===== src/design/dmb_defines.svh =====
// constants shared by the dual port mailbox bypass block
`ifndef DMB_DEFINES_SVH
`define DMB_DEFINES_SVH

`define DMB_WORD_W      36
`define DMB_WORD_ZERO   36'h0
`define DMB_FULL_N_RST  1'h1
`define DMB_BIT_RST     1'h0
`define DMB_DIR_A_WRITE 1'h1
`define DMB_DIR_B_WRITE 1'h0
`define DMB_FULL_N_MAIL 1'h0
`define DMB_CTL_IDLE    5'h08

`endif


===== src/design/dmb_mailbox_end.sv =====
// spare design file of the mailbox block; it holds no logic


===== src/design/dmb_pkg.sv =====
// types of the dual port mailbox bypass block
`include "dmb_defines.svh"

package dmb_pkg;

  typedef logic [`DMB_WORD_W-1:0] dmb_word_t;

  // control pins of one port, all sampled together
  typedef struct packed {
    logic port_clock;
    logic select_n;
    logic gate;
    logic direction;
    logic mail_select;
  } dmb_port_ctl_t;

endpackage


===== src/design/dmb_port_sync.sv =====
// two-stage synchroniser and clock edge detector for one port
`include "dmb_defines.svh"

module dmb_port_sync (
  input  wire logic                   i_sys_clk,
  input  wire logic                   i_sys_rst,
  input  wire dmb_pkg::dmb_port_ctl_t i_ctl,
  input  wire dmb_pkg::dmb_word_t     i_bus,
  output logic                        o_rise,
  output dmb_pkg::dmb_port_ctl_t      o_ctl,
  output dmb_pkg::dmb_word_t          o_bus
);

  ////////////////////////////////////////////////////////////////////////////
  // stage one feeds stage two only
  dmb_pkg::dmb_port_ctl_t ctl_s1_ff;
  dmb_pkg::dmb_port_ctl_t ctl_s2_ff;
  dmb_pkg::dmb_word_t     bus_s1_ff;
  dmb_pkg::dmb_word_t     bus_s2_ff;
  logic                   clk_prev_ff;
  logic                   rise_ff;
  wire                    nxt_rise = ctl_s2_ff.port_clock & ~clk_prev_ff;

  always_ff @(posedge i_sys_clk) begin
    if (i_sys_rst) begin
      // idle means deselected, so no output enable flickers out of reset
      ctl_s1_ff   <= `DMB_CTL_IDLE;
      ctl_s2_ff   <= `DMB_CTL_IDLE;
      bus_s1_ff   <= `DMB_WORD_ZERO;
      bus_s2_ff   <= `DMB_WORD_ZERO;
      clk_prev_ff <= `DMB_BIT_RST;
      rise_ff     <= `DMB_BIT_RST;
    end else begin
      ctl_s1_ff   <= i_ctl;
      ctl_s2_ff   <= ctl_s1_ff;
      bus_s1_ff   <= i_bus;
      bus_s2_ff   <= bus_s1_ff;
      clk_prev_ff <= ctl_s2_ff.port_clock;
      rise_ff     <= nxt_rise;
    end
  end

  ////////////////////////////////////////////////////////////////////////////
  // a third stage keeps the qualifiers aligned with the rise pulse
  dmb_pkg::dmb_port_ctl_t ctl_s3_ff;
  dmb_pkg::dmb_word_t     bus_s3_ff;

  always_ff @(posedge i_sys_clk) begin
    if (i_sys_rst) begin
      ctl_s3_ff <= `DMB_CTL_IDLE;
      bus_s3_ff <= `DMB_WORD_ZERO;
    end else begin
      ctl_s3_ff <= ctl_s2_ff;
      bus_s3_ff <= bus_s2_ff;
    end
  end

  assign o_rise = rise_ff;
  assign o_ctl  = ctl_s3_ff;
  assign o_bus  = bus_s3_ff;

endmodule


===== src/design/dmb_mailbox.sv =====
// dual port mailbox bypass: two letter registers with full flags
//
// Operation
// Two 36-bit letter registers, one per direction, are reached when a port's mail select is high.
// A qualified port-A write with mail select high loads the port-A bus into the A-to-B letter.
// A qualified port-B write with mail select high loads the port-B bus into the B-to-A letter.
// An accepted letter write drives that letter's active-low full flag low.
// While a full flag is low further writes to that letter are ignored and the data kept.
// Driven port-B outputs show the FIFO output word with mail select low, else the A-to-B letter.
// Driven port-A outputs always show the B-to-A letter.
// A qualified port-B read with mail select high returns the A-to-B full flag high.
// A qualified port-A read with mail select high returns the B-to-A full flag high.
// Reading a letter never changes it; only an accepted write does.
// A port-A transfer counts only on a port-A clock rise with select low and gate high.
// A port-B transfer counts only on a port-B clock rise with select low and gate high.
// Port A writes with direction high and reads low; port B writes low and reads high.
// Each writer waits for the far reader to release the full flag before sending new mail; the bench writes without waiting.
`include "dmb_defines.svh"

module dmb_mailbox (
  input  wire logic               i_sys_clk,
  input  wire logic               i_sys_rst,
  input  wire logic               i_port_a_clock,
  input  wire logic               i_port_a_select_n,
  input  wire logic               i_port_a_gate,
  input  wire logic               i_port_a_direction,
  input  wire logic               i_port_a_mail_select,
  input  wire dmb_pkg::dmb_word_t i_port_a_bus,
  output dmb_pkg::dmb_word_t      o_port_a_bus,
  output logic                    o_port_a_bus_oe,
  input  wire logic               i_port_b_clock,
  input  wire logic               i_port_b_select_n,
  input  wire logic               i_port_b_gate,
  input  wire logic               i_port_b_direction,
  input  wire logic               i_port_b_mail_select,
  input  wire dmb_pkg::dmb_word_t i_port_b_bus,
  output dmb_pkg::dmb_word_t      o_port_b_bus,
  output logic                    o_port_b_bus_oe,
  input  wire dmb_pkg::dmb_word_t i_fifo_out_word,
  output logic                    o_a_to_b_full_n,
  output logic                    o_b_to_a_full_n
);

  ////////////////////////////////////////////////////////////////////////////
  // pin sampling
  dmb_pkg::dmb_port_ctl_t a_pins;
  dmb_pkg::dmb_port_ctl_t b_pins;
  dmb_pkg::dmb_port_ctl_t a_ctl;
  dmb_pkg::dmb_port_ctl_t b_ctl;
  dmb_pkg::dmb_word_t     a_bus;
  dmb_pkg::dmb_word_t     b_bus;
  logic                   a_rise;
  logic                   b_rise;

  assign a_pins = '{port_clock:  i_port_a_clock,
                    select_n:    i_port_a_select_n,
                    gate:        i_port_a_gate,
                    direction:   i_port_a_direction,
                    mail_select: i_port_a_mail_select};
  assign b_pins = '{port_clock:  i_port_b_clock,
                    select_n:    i_port_b_select_n,
                    gate:        i_port_b_gate,
                    direction:   i_port_b_direction,
                    mail_select: i_port_b_mail_select};

  dmb_port_sync u_sync_a (
    .i_sys_clk (i_sys_clk),
    .i_sys_rst (i_sys_rst),
    .i_ctl     (a_pins),
    .i_bus     (i_port_a_bus),
    .o_rise    (a_rise),
    .o_ctl     (a_ctl),
    .o_bus     (a_bus)
  );

  dmb_port_sync u_sync_b (
    .i_sys_clk (i_sys_clk),
    .i_sys_rst (i_sys_rst),
    .i_ctl     (b_pins),
    .i_bus     (i_port_b_bus),
    .o_rise    (b_rise),
    .o_ctl     (b_ctl),
    .o_bus     (b_bus)
  );

  ////////////////////////////////////////////////////////////////////////////
  // transfer decode
  function automatic logic mail_xfer(input logic rise,
                                     input dmb_pkg::dmb_port_ctl_t ctl,
                                     input logic want_dir);
    mail_xfer = rise & ~ctl.select_n & ctl.gate & ctl.mail_select
                & (ctl.direction == want_dir);
  endfunction

  wire a_mail_wr = mail_xfer(a_rise, a_ctl, `DMB_DIR_A_WRITE);
  wire a_mail_rd = mail_xfer(a_rise, a_ctl, ~`DMB_DIR_A_WRITE);
  wire b_mail_wr = mail_xfer(b_rise, b_ctl, `DMB_DIR_B_WRITE);
  wire b_mail_rd = mail_xfer(b_rise, b_ctl, ~`DMB_DIR_B_WRITE);

  ////////////////////////////////////////////////////////////////////////////
  // letter registers and full flags
  dmb_pkg::dmb_word_t a_to_b_letter_reg_ff;
  dmb_pkg::dmb_word_t b_to_a_letter_reg_ff;
  logic               a_to_b_full_n_ff;
  logic               b_to_a_full_n_ff;

  // a write is only taken while the flag is high; reads never touch data
  wire ab_load = a_mail_wr & a_to_b_full_n_ff;
  wire ba_load = b_mail_wr & b_to_a_full_n_ff;

  // the set wins if a load and a release meet in one cycle, so no mail is lost
  function automatic logic next_full_n(input logic load,
                                       input logic rd_done,
                                       input logic full_n);
    if (load) begin
      next_full_n = `DMB_FULL_N_MAIL;
    end else begin
      next_full_n = rd_done | full_n;
    end
  endfunction

  // a letter only moves on a load, so a read can never disturb it
  function automatic dmb_pkg::dmb_word_t next_letter(input logic               load,
                                                     input dmb_pkg::dmb_word_t word,
                                                     input dmb_pkg::dmb_word_t letter);
    next_letter = load ? word : letter;
  endfunction

  wire nxt_a_to_b_full_n = next_full_n(ab_load, b_mail_rd, a_to_b_full_n_ff);
  wire nxt_b_to_a_full_n = next_full_n(ba_load, a_mail_rd, b_to_a_full_n_ff);

  wire dmb_pkg::dmb_word_t nxt_ab_letter =
    next_letter(ab_load, a_bus, a_to_b_letter_reg_ff);
  wire dmb_pkg::dmb_word_t nxt_ba_letter =
    next_letter(ba_load, b_bus, b_to_a_letter_reg_ff);

  always_ff @(posedge i_sys_clk) begin
    if (i_sys_rst) begin
      a_to_b_letter_reg_ff <= `DMB_WORD_ZERO;
    end else begin
      a_to_b_letter_reg_ff <= nxt_ab_letter;
    end
  end

  always_ff @(posedge i_sys_clk) begin
    if (i_sys_rst) begin
      b_to_a_letter_reg_ff <= `DMB_WORD_ZERO;
    end else begin
      b_to_a_letter_reg_ff <= nxt_ba_letter;
    end
  end

  always_ff @(posedge i_sys_clk) begin
    if (i_sys_rst) begin
      a_to_b_full_n_ff <= `DMB_FULL_N_RST;
    end else begin
      a_to_b_full_n_ff <= nxt_a_to_b_full_n;
    end
  end

  always_ff @(posedge i_sys_clk) begin
    if (i_sys_rst) begin
      b_to_a_full_n_ff <= `DMB_FULL_N_RST;
    end else begin
      b_to_a_full_n_ff <= nxt_b_to_a_full_n;
    end
  end

  ////////////////////////////////////////////////////////////////////////////
  // output drive; enables follow the synchronised qualifiers, so they lag the pins
  dmb_pkg::dmb_word_t port_a_bus_ff;
  dmb_pkg::dmb_word_t port_b_bus_ff;
  logic               port_a_bus_oe_ff;
  logic               port_b_bus_oe_ff;

  // a port drives only while selected and set to read; gate plays no part in drive
  function automatic logic drives_bus(input dmb_pkg::dmb_port_ctl_t ctl,
                                      input logic                   write_dir);
    drives_bus = ~ctl.select_n & (ctl.direction != write_dir);
  endfunction

  wire nxt_port_a_oe = drives_bus(a_ctl, `DMB_DIR_A_WRITE);
  wire nxt_port_b_oe = drives_bus(b_ctl, `DMB_DIR_B_WRITE);
  wire b_show_letter = b_ctl.mail_select;
  wire dmb_pkg::dmb_word_t nxt_port_a_bus = nxt_ba_letter;
  wire dmb_pkg::dmb_word_t nxt_port_b_bus =
    b_show_letter ? nxt_ab_letter : i_fifo_out_word;

  always_ff @(posedge i_sys_clk) begin
    if (i_sys_rst) begin
      port_a_bus_ff <= `DMB_WORD_ZERO;
    end else begin
      port_a_bus_ff <= nxt_port_a_bus;
    end
  end

  always_ff @(posedge i_sys_clk) begin
    if (i_sys_rst) begin
      port_b_bus_ff <= `DMB_WORD_ZERO;
    end else begin
      port_b_bus_ff <= nxt_port_b_bus;
    end
  end

  always_ff @(posedge i_sys_clk) begin
    if (i_sys_rst) begin
      port_a_bus_oe_ff <= `DMB_BIT_RST;
    end else begin
      port_a_bus_oe_ff <= nxt_port_a_oe;
    end
  end

  always_ff @(posedge i_sys_clk) begin
    if (i_sys_rst) begin
      port_b_bus_oe_ff <= `DMB_BIT_RST;
    end else begin
      port_b_bus_oe_ff <= nxt_port_b_oe;
    end
  end

  assign o_port_a_bus    = port_a_bus_ff;
  assign o_port_b_bus    = port_b_bus_ff;
  assign o_port_a_bus_oe = port_a_bus_oe_ff;
  assign o_port_b_bus_oe = port_b_bus_oe_ff;
  assign o_a_to_b_full_n = a_to_b_full_n_ff;
  assign o_b_to_a_full_n = b_to_a_full_n_ff;

endmodule


===== config.mk =====
export PLATFORM = sky130hd
export DESIGN_NAME = dmb_mailbox
export DESIGN_NICKNAME = d
export VERILOG_FILES = /design/src/design/dmb_mailbox_end.sv /design/src/design/dmb_pkg.sv /design/src/design/dmb_port_sync.sv /design/src/design/dmb_mailbox.sv
export VERILOG_INCLUDE_DIRS = /design/src /design/src/design
export SDC_FILE = /design/constraint.sdc
export NUM_CORES = 1
export LEC_CHECK = 0
export BUFFER_PORTS_ARGS = -buffer_cell sky130_fd_sc_hd__buf_2
export CAP_MARGIN = 25
export CORE_ASPECT_RATIO = 1.4
export CORE_UTILIZATION = 54
export DETAILED_ROUTE_END_ITERATION = 16
export PLACE_DENSITY = 0.85
export SYNTH_ARGS = -nofsm -noshare
export SYNTH_HDL_FRONTEND = slang
export SYNTH_SLANG_ARGS = --single-unit

===== constraint.sdc =====
create_clock -name i_sys_clk -period 1.5 [get_ports i_sys_clk]
set_input_delay 0.15 -clock i_sys_clk [delete_from_list [all_inputs] [get_ports i_sys_clk]]
set_output_delay 0.15 -clock i_sys_clk [all_outputs]
set_load 0.01 [all_outputs]

==> flow_summary_export.csv, run 1 <==
group,metric,value,unit
run_status,status,"completed",
clock_network,root_buffer,"clkbuf_16",
yosys,synth-edff-count,0,
clock_network,cts_tree,"yes",
timing,finalSetupViolations,0,
timing,fmax,0.6987,GHz
place,gp_congestion,0.7620,
yosys,netlist_area,10800,µm²
grt,grt_pass1_wl,40010,µm
yosys,synthTopCellsByArea,"dfxtp_1, nor2b_1, a21oi_1",
power,p_leak,5.899,nW
yosys,synth_ff_type,"dfxtp_1",
worst_setup_path,cp_max_fo,36,
floorplanning,core,19370,µm²
timing,tns,0,ps
route,drcViolationCount,0,
worst_setup_path,crit_end,"o_port_b_bus[18]",
yosys,synth_top_family_by_area,"simple AND/OR/NAND/NOR gates",
route,drtIter0Drc,539,
yosys,ys_types,24,
yosys,synthSimpleGateAreaFrac,0.2016,
worst_setup_path,worstSetupPathType,"reg -> reg",
worst_setup_path,worst_path_max_delay_cell,"dfxtp_1",
floorplanning,dieArea,20580,µm²
yosys,ys_seq_area_frac,0.6674,
layout,final_cells,1558,
grt,grt_max_degree,73,
layout,fillCellCount,1195,
place,hpwl,13600,µm
timing,post-route-min-period,1431,ps
worst_setup_path,cp_num_cells,4,
clock_network,cts_setup_buffers,0,
worst_setup_path,timing.rr.end,"o_port_b_bus[18]",
timing,final_max_slew_viol_count,0,
min_path,hold_path.class,"in -> reg",
power,p_per_area,1306,nW/µm²
yosys,yosysWarnings,0,
timing,tightest_slew,441.8,ps
route,vias,8065,
layout,area_growth,32.93,%
power,ir_drop,1.073,mV
layout,fin_nets,1406,
route,wl,25540,µm
worst_setup_path,start_kind,"flip-flop",
yosys,ys_ff_latch,360,
worst_setup_path,crit_family,"flip-flops",
timing,max_slew_margin,0.7054,
yosys,synth_xor_area_frac,0,
route,drt_first_pass_iters,6,
yosys,synthAdderAreaFrac,0,
yosys,synthTopCellsByCount,"dfxtp_1, nor2b_1, a21oi_1",
grt,globalRouteOverflowTotal,0,
clock_network,clk_latency,550,ps
clock_network,cts_buffer_depth,3,
worst_setup_path,cp_data_arrival_time,1860,ps
worst_setup_path,timing.rr.start,"u_sync_a.o_ctl[1]",
clock_network,clock_sinks,360,
yosys,yosysMostFrequentCell,"dfxtp_1",
grt,grt_pass1_vias,8062,
floorplanning,dieHeight,169.3,µm
place,io_buffer_count,195,
yosys,async_flop_share,0,
timing,finalHoldViolations,0,
yosys,synthCells,994,
yosys,synthMuxAreaShare,0,
grt,antenna_found_initial,0,
layout,drive_gt1_frac,0.2131,
floorplanning,placementRows,60,
yosys,synth_top_cell_by_area,"dfxtp_1",
place,placed_cells_incl_taps,1377,
timing,rsz0062_at_grt,"false",
worst_setup_path,crit_chain,"and2b_1 -> buf_12 -> nand4_1 -> a311oi_2",
clock_network,clk_pin_slew,70,ps
worst_setup_path,worstPathRequired,1930,ps
min_path,worstHoldStart,"i_port_b_bus[23]",
yosys,synth_compound_area_frac,0.09825,
worst_setup_path,endpoint_kind,"flip-flop",
timing,clock_skew,26.33,ps
timing,finalCritPeriodShare,0.9542,
route,viasPerCell,5.177,
floorplanning,initial_utilization,0.5576,
yosys,syn_nets,1114,
worst_setup_path,worst_r2r_path_depth,4,
clock_network,numCtsBuffers,30,
worst_setup_path,worst-path-buf-inv,1,
floorplanning,die-width,121.5,µm
flow_run,maxCapViolations,0,
yosys,synth_top_area_frac,0.6674,
worst_setup_path,cp-startpoint,"u_sync_a.o_ctl[1]",
clock_network,htree_levels,1,
yosys,avgSynthCellArea,10.86,µm²
route,wl_per_cell,16.39,µm
floorplanning,ios,196,
power,power,18.75,mW
worst_setup_path,critPathMaxStageDelay,380,ps
route,drtAntennaViolNets,0,
worst_setup_path,rrSetupSlack,70,ps
grt,grt_usage,0.2459,
## power breakdown
group / switching, mW / internal [mW]
clock: 3.38 / 4.36
sequential: 0.0911 / 9.88
combinational: 0.454 / 0.584
total: 3.93 / 14.8
## kinds of logic (layout without fill, tap and decap cells)
logic type | after synthesis | count (layout)
AO/OA/AOI/OAI | 184 | 184
AND/OR/NAND/NOR | 369 | 369
flip-flops | 360 | 360
other | 0 | 1
buffers and inverters | 81 | 396
## placed cells by master, fill, tap and decap left out, types with 2 or more instances in the layout
cell             n
buf_4            8
buf_2          194
a21oi_1         74
nand4_1         36
clkbuf_16       31
dfxtp_2          2
clkinv_2         7
o21ai_0         70
dfxtp_1        358
buf_12          13
dlygate4sd3_1  124
o21ai_1          2
nor2b_1        242
clkbuf_1         4
clkbuf_8         8
o21bai_1         2
a311oi_1        35
or2_2            6
nor2_1          39
nand3_1         37
clkinvlp_4       2
## how the worst min path moves through the flow
stage | slack (ps) | cells after the start | to
2_1_floorplan | 250 | 1 | u_sync_a.ctl_s1_ff[3]
6_report | 340 | 3 | u_sync_b.bus_s1_ff[23]
3_3_place_gp | 340 | 2 | u_sync_a.ctl_s1_ff[3]
3_5_place_dp | 340 | 2 | u_sync_a.ctl_s1_ff[3]
4_1_cts | 330 | 3 | u_sync_a.bus_s1_ff[34]
5_1_grt | 370 | 3 | u_sync_b.ctl_s1_ff[3]
## registers in the layout, summed over array words and instances (netlist names), 4 cells and up
register and cells:
a_to_b_letter_reg_ff 36, u_sync_b.ctl_s1_ff 5, u_sync_b.bus_s1_ff 36, u_sync_b.ctl_s2_ff 5, u_sync_b.o_ctl 4, u_sync_a.ctl_s1_ff 5, u_sync_b.bus_s2_ff 36, u_sync_a.ctl_s2_ff 5
o_port_b_bus 36, u_sync_a.bus_s2_ff 36, u_sync_a.o_ctl 4, u_sync_b.o_bus 36, o_port_a_bus 36, u_sync_a.o_bus 36, u_sync_a.bus_s1_ff 36
## cell type report
type                       instances  area [µm²]  share of cell area
clock buffer                      43       900.9             0.06276
sequential                       360        7209              0.5022
clock inverter                    12       105.1            0.007322
multi-input combinational        553        3247              0.2262
tap                              248       310.3             0.02162
antenna                            1       2.502           0.0001743
timing repair buffer             341        2580              0.1797
## metal layers
layer  wire, µm  global-route usage
met1      10100              0.2819
met2      12950              0.4365
met3       1437             0.04469
met4       1054              0.1170
met5          0                   0
## worst min-delay path: cells and delay by family
kind | cells | cell delay (ps)
buffers and inverters | 2 | 610
AND/OR/NAND/NOR | 1 | 100
## per-stage QoR
| step | util | hold slack (ps) | cell area, µm² | worst slack, ps |
|---|---|---|---|---|
| 5_1_grt | 0.7410 | 365.0 | 14350 | 4.872 |
| 6_report | 0.7412 | 340.6 | 14360 | 68.77 |
| 3_5_place_dp | 0.6229 | 340.5 | 12070 | 112.0 |
| 3_3_place_gp | 0.6229 | 338.0 | 12070 | 268.5 |
| 2_1_floorplan | - | 253.8 | 10800 | 261.9 |
| 4_1_cts | 0.7407 | 331.1 | 14350 | 79.72 |
## repair_timing
item / CTS / global route
hold endpoints to repair: 123 / 0
gates resized for setup: 1 / 2
hold buffers: 124 / 0
endpoints found under the setup margin: 1 / 1
pin swaps: 0 / 0
gates cloned: 1 / 0
Power figures use the tool's default switching activity.
==> run 2, diff against run 1 <==
Settings changed: SYNTH_HIERARCHICAL from default to 1.
==> flow_summary_export.csv, run 2 <==
group,metric,value,unit
place,gp_congestion,0.8101,
worst_setup_path,critPathMaxStageDelay,390,ps
yosys,synthCells,990,
layout,final_cell_mix,"dfxtp_1, nor2b_1, buf_2",
floorplanning,ios,196,
timing,max_slew_margin,0.6918,
route,wl_met2,12230,µm
flow_run,maxCapViolations,0,
yosys,syn_nets,1110,
clock_network,cts_tree,"yes",
layout,final_common_cell,"dfxtp_1",
clock_network,clock_sinks,360,
yosys,netlist_area,10900,µm²
timing,tns,0,ps
clock_network,clk_latency,540,ps
route,drtIter0Drc,555,
yosys,yosysWarnings,6,
route,m1WireLength,10180,µm
route,drcViolationCount,0,
timing,final_max_slew_viol_count,0,
worst_setup_path,worst_path_max_delay_cell,"o21ai_0",
worst_setup_path,worstPathRequired,1890,ps
timing,fmax,0.6787,GHz
clock_network,numCtsBuffers,31,
floorplanning,dieHeight,170.1,µm
min_path,hold_depth,2,
worst_setup_path,worst_r2r_path_depth,4,
worst_setup_path,worstSetupPathType,"reg -> reg",
floorplanning,core,19840,µm²
timing,post-route-min-period,1473,ps
layout,area_growth,32.03,%
run_status,status,"complete, but fails checks",
worst_setup_path,rrSetupSlack,30,ps
floorplanning,placementRows,61,
worst_setup_path,cp_max_fo,38,
timing,tightest_slew,462.3,ps
worst_setup_path,crit_family,"compound AO/OA/AOI/OAI gates",
place,io_buffer_count,195,
yosys,avgSynthCellArea,11.01,µm²
layout,fin_nets,1403,
worst_setup_path,crit_chain,"nand4b_1 -> buf_12 -> o21ai_0 -> a311oi_2",
timing,clock_skew,14.71,ps
route,viasPerCell,5.137,
route,drt_first_pass_iters,5,
clock_network,cts_setup_buffers,0,
timing,finalHoldViolations,1,
worst_setup_path,cp_data_arrival_time,1870,ps
route,vias,8003,
min_path,hold_path.class,"in -> reg",
place,hpwl,13730,µm
route,dr_wl_met3,1536,µm
power,p_per_area,1324,nW/µm²
floorplanning,initial_utilization,0.5492,
grt,grt_max_degree,73,
power,power,19.05,mW
timing,finalSetupViolations,0,
grt,antenna_found_initial,1,
clock_network,htree_levels,1,
worst_setup_path,start_kind,"flip-flop",
route,drtAntennaViolNets,0,
floorplanning,die-width,122.1,µm
worst_setup_path,worst-path-buf-inv,1,
timing,finalCritPeriodShare,0.9823,
power,p_leak,5.873,nW
grt,grt_pass1_vias,7858,
grt,grt_pass1_wl,38430,µm
route,wl,24990,µm
timing,whs,-4.037,ps
power,ir_drop,0.9204,mV
grt,grt_usage,0.2315,
worst_setup_path,endpoint_kind,"flip-flop",
layout,drive_gt1_frac,0.2230,
worst_setup_path,cp_num_cells,4,
clock_network,root_buffer,"clkbuf_16",
route,dr.max_layer_used,"met4",
clock_network,clk_pin_slew,60,ps
route,wl_per_cell,16.04,µm
run_status,violations,"negative hold slack",
clock_network,cts_buffer_depth,3,
grt,globalRouteOverflowTotal,0,
floorplanning,dieArea,20760,µm²
run 2: cell types whose count changed in the layout (fill, tap and decap cells not counted), sizes merged, moves of 2 or more:
cell | previous run | this run
dlygate4sd3 | 124 | 118
buf | 216 | 220
bufinv | 1 | 4
clkinvlp | 2 | 0
nand2 | 0 | 2
nor2 | 39 | 37
nor2b | 243 | 241
nor3b | 1 | 3
run 2: final cells by class:
type                            count  area [µm²]
Tap cell                          252       315.3
Sequential cell                   360        7209
Multi-Input combinational cell    551        3303
Fill cell                        1310        5454
Antenna cell                        1       2.502
Clock inverter                     13       165.2
Clock buffer                       42       877.1
Timing Repair Buffer              339        2517
run 2: where the power goes:
group	internal (mW)	switching (mW)	leakage (nW)
clock	4.76	3.27	0.523
sequential	9.89	0.0954	2.95
combinational	0.588	0.459	2.40
total	15.2	3.82	5.87
run 2: timing repair:
item / in CTS / in global routing
hold buffers: 118 / 0
endpoints found under the setup margin: 0 / 5
endpoints found under the hold margin: 118 / 0
resized for setup: 0 / 5
run 2: path summary, 6_finish.rpt:
path	startpoint	endpoint
min reg2reg	u_sync_b/o_ctl[4]	u_sync_b/o_rise
max	u_sync_a/o_ctl[3]	o_port_b_bus[23]
max reg2reg	u_sync_a/o_ctl[3]	o_port_b_bus[23]
min	i_sys_rst	u_sync_a/o_bus[17]
run 2: metal layers:
layer,track usage,vias up
met1,0.2737,3696
met4,0.1220,0
met2,0.3977,328
met3,0.03954,83
li1,-,3896
met5,0,-
run 2: metrics by stage:
step           cells  utilization  worst slack (ps)  hold slack [ps]  instance area [µm²]
2_1_floorplan    990            -             256.7            253.8                10900
3_3_place_gp    1383       0.6104             205.1            334.0                12110
3_5_place_dp    1383       0.6104             132.8            337.3                12110
4_1_cts         1556       0.7224             2.593            5.687                14340
5_1_grt         1558       0.7252            -25.70            23.44                14390
6_report        1558       0.7252             26.62           -4.037                14390
==> run 3, diff against run 2 <==
Settings changed: CORE_UTILIZATION 54 to 50, PLACE_DENSITY 0.85 to 0.8, SLEW_MARGIN from default to 20.
==> flow_summary_export.csv, run 3 (synthesis gave the netlist of run 2 again) <==
group,metric,value,unit
timing,tns,0,ps
timing,fmax,0.7031,GHz
worst_setup_path,timing.rr.start,"u_sync_a/o_ctl[3]",
route,drtIter0Drc,432,
layout,final_cell_mix,"dfxtp_1, nor2b_1, buf_2",
route,drcViolationCount,0,
timing,final_max_slew_viol_count,0,
worst_setup_path,worstPathRequired,1350,ps
timing,clock_skew,13.00,ps
place,placed_cells_incl_taps,1383,
clock_network,htree_levels,1,
place,io_buffer_count,195,
floorplanning,core,21280,µm²
power,p_per_area,1320,nW/µm²
layout,multi_input_area,3291,µm²
power,p_leak,5.868,nW
timing,finalHoldViolations,0,
floorplanning,placementRows,63,
timing,finalCritPeriodShare,0.9482,
min_path,worstHoldStart,"i_port_a_select_n",
layout,final_cells,1571,
grt,antenna_found_initial,2,
worst_setup_path,worstSetupPathType,"reg -> out",
worst_setup_path,worst_path_max_delay_cell,"dfxtp_2",
place,hpwl,13300,µm
floorplanning,die-width,126.8,µm
layout,fillCellCount,1500,
power,ir_drop,0.9957,mV
clock_network,numCtsBuffers,31,
timing,rsz0062_at_grt,"false",
grt,grt_pass1_wl,37360,µm
place,gp_congestion,0.8052,
grt,grt_pass1_vias,7529,
layout,fin_nets,1403,
route,drt_first_pass_iters,7,
min_path,hold_path.class,"in -> reg",
worst_setup_path,critPathMaxStageDelay,390,ps
layout,regArea,7209,µm²
route,wl_per_cell,15.27,µm
timing,post-route-min-period,1422,ps
route,viasPerCell,5.017,
flow_run,maxCapViolations,0,
floorplanning,dieHeight,176.7,µm
worst_setup_path,cp_data_arrival_time,1270,ps
route,wl,23990,µm
route,vias,7881,
grt,globalRouteOverflowTotal,0,
worst_setup_path,worst-path-buf-inv,2,
layout,area_growth,32.36,%
timing,max_slew_margin,0.7162,
grt,grt_usage,0.2079,
timing,finalSetupViolations,0,
route,drtAntennaViolNets,0,
clock_network,clock_sinks,360,
clock_network,cts_buffer_depth,3,
clock_network,root_buffer,"clkbuf_16",
worst_setup_path,endpoint_kind,"primary output",
clock_network,cts_tree,"yes",
worst_setup_path,crit_family,"flip-flops",
floorplanning,ios,196,
layout,drive_gt1_frac,0.2165,
clock_network,clk_latency,540,ps
worst_setup_path,cp_max_fo,19,
worst_setup_path,cp-startpoint,"o_a_to_b_full_n",
clock_network,clk_pin_slew,60,ps
run_status,status,"completed",
worst_setup_path,start_kind,"flip-flop",
floorplanning,initial_utilization,0.5121,
floorplanning,dieArea,22400,µm²
timing,tightest_slew,425.7,ps
layout,final_common_cell,"dfxtp_1",
worst_setup_path,crit_chain,"buf_12 -> buf_2",
grt,grt_max_degree,106,
==> run 3: per-stage QoR <==
step                      worst slack, ps  hold slack, ps    util  power, mW  cell area [µm²]
final                               77.77           340.3  0.6778      19.05            14430
after global routing                21.45           334.0  0.6776      19.72            14420
after CTS                           49.11           318.7  0.6768      19.17            14400
after detailed placement            121.8           344.1  0.5662      10.94            12050
after global placement              203.9           336.0  0.5662      10.92            12050
after floorplan                     256.7           253.8       -      10.60            10900
==> run 3: worst reg2reg max path, delay by kind of cell, from the launching register on <==
| family | cells | cell delay (ps) |
|---|---|---|
| buffers and inverters | 1 | 220 |
| AND/OR/NAND/NOR | 2 | 500 |
| AO/OA/AOI/OAI | 1 | 290 |
| flip-flops | 1 | 310 |
==> run 3: timing repair <==
action	4_1_cts	5_1_grt
gates resized for setup	1	2
endpoints found under the setup margin	1	2
hold buffers	126	0
setup buffers	0	0
gates cloned	1	0
endpoints found under the hold margin	130	0
==> run 3: area by class of cell <==
cell class,instances,share of cell area
antenna,4,0.0006938
clock buffer,44,0.06271
clock inverter,13,0.01067
multi-input combinational,551,0.2281
sequential,360,0.4997
tap,260,0.02255
timing repair buffer,339,0.1755
==> run 3: power by group <==
group          switching (mW)  leakage, nW  total, mW  internal (mW)
sequential             0.0922         2.95       9.98           9.88
combinational           0.442         2.40       1.02          0.582
clock                    3.33        0.512       8.05           4.71
==> run 3: worst paths after layout <==
kind	slack, ps	cells after the start	end
max	80	2	o_a_to_b_full_n
min	340	3	u_sync_a/ctl_s1_ff[3]
max reg2reg	90	4	o_port_b_bus[18]
min reg2reg	390	1	u_sync_b/o_rise
==> run 3: per-layer routing <==
| layer | track usage | wire [µm] | vias up |
|---|---|---|---|
| met5 | 0 | 0 | - |
| met4 | 0.1071 | 1086 | 0 |
| met3 | 0.03265 | 1495 | 83 |
| met2 | 0.3467 | 11400 | 313 |
| met1 | 0.2610 | 10010 | 3584 |
| li1 | - | - | 3901 |
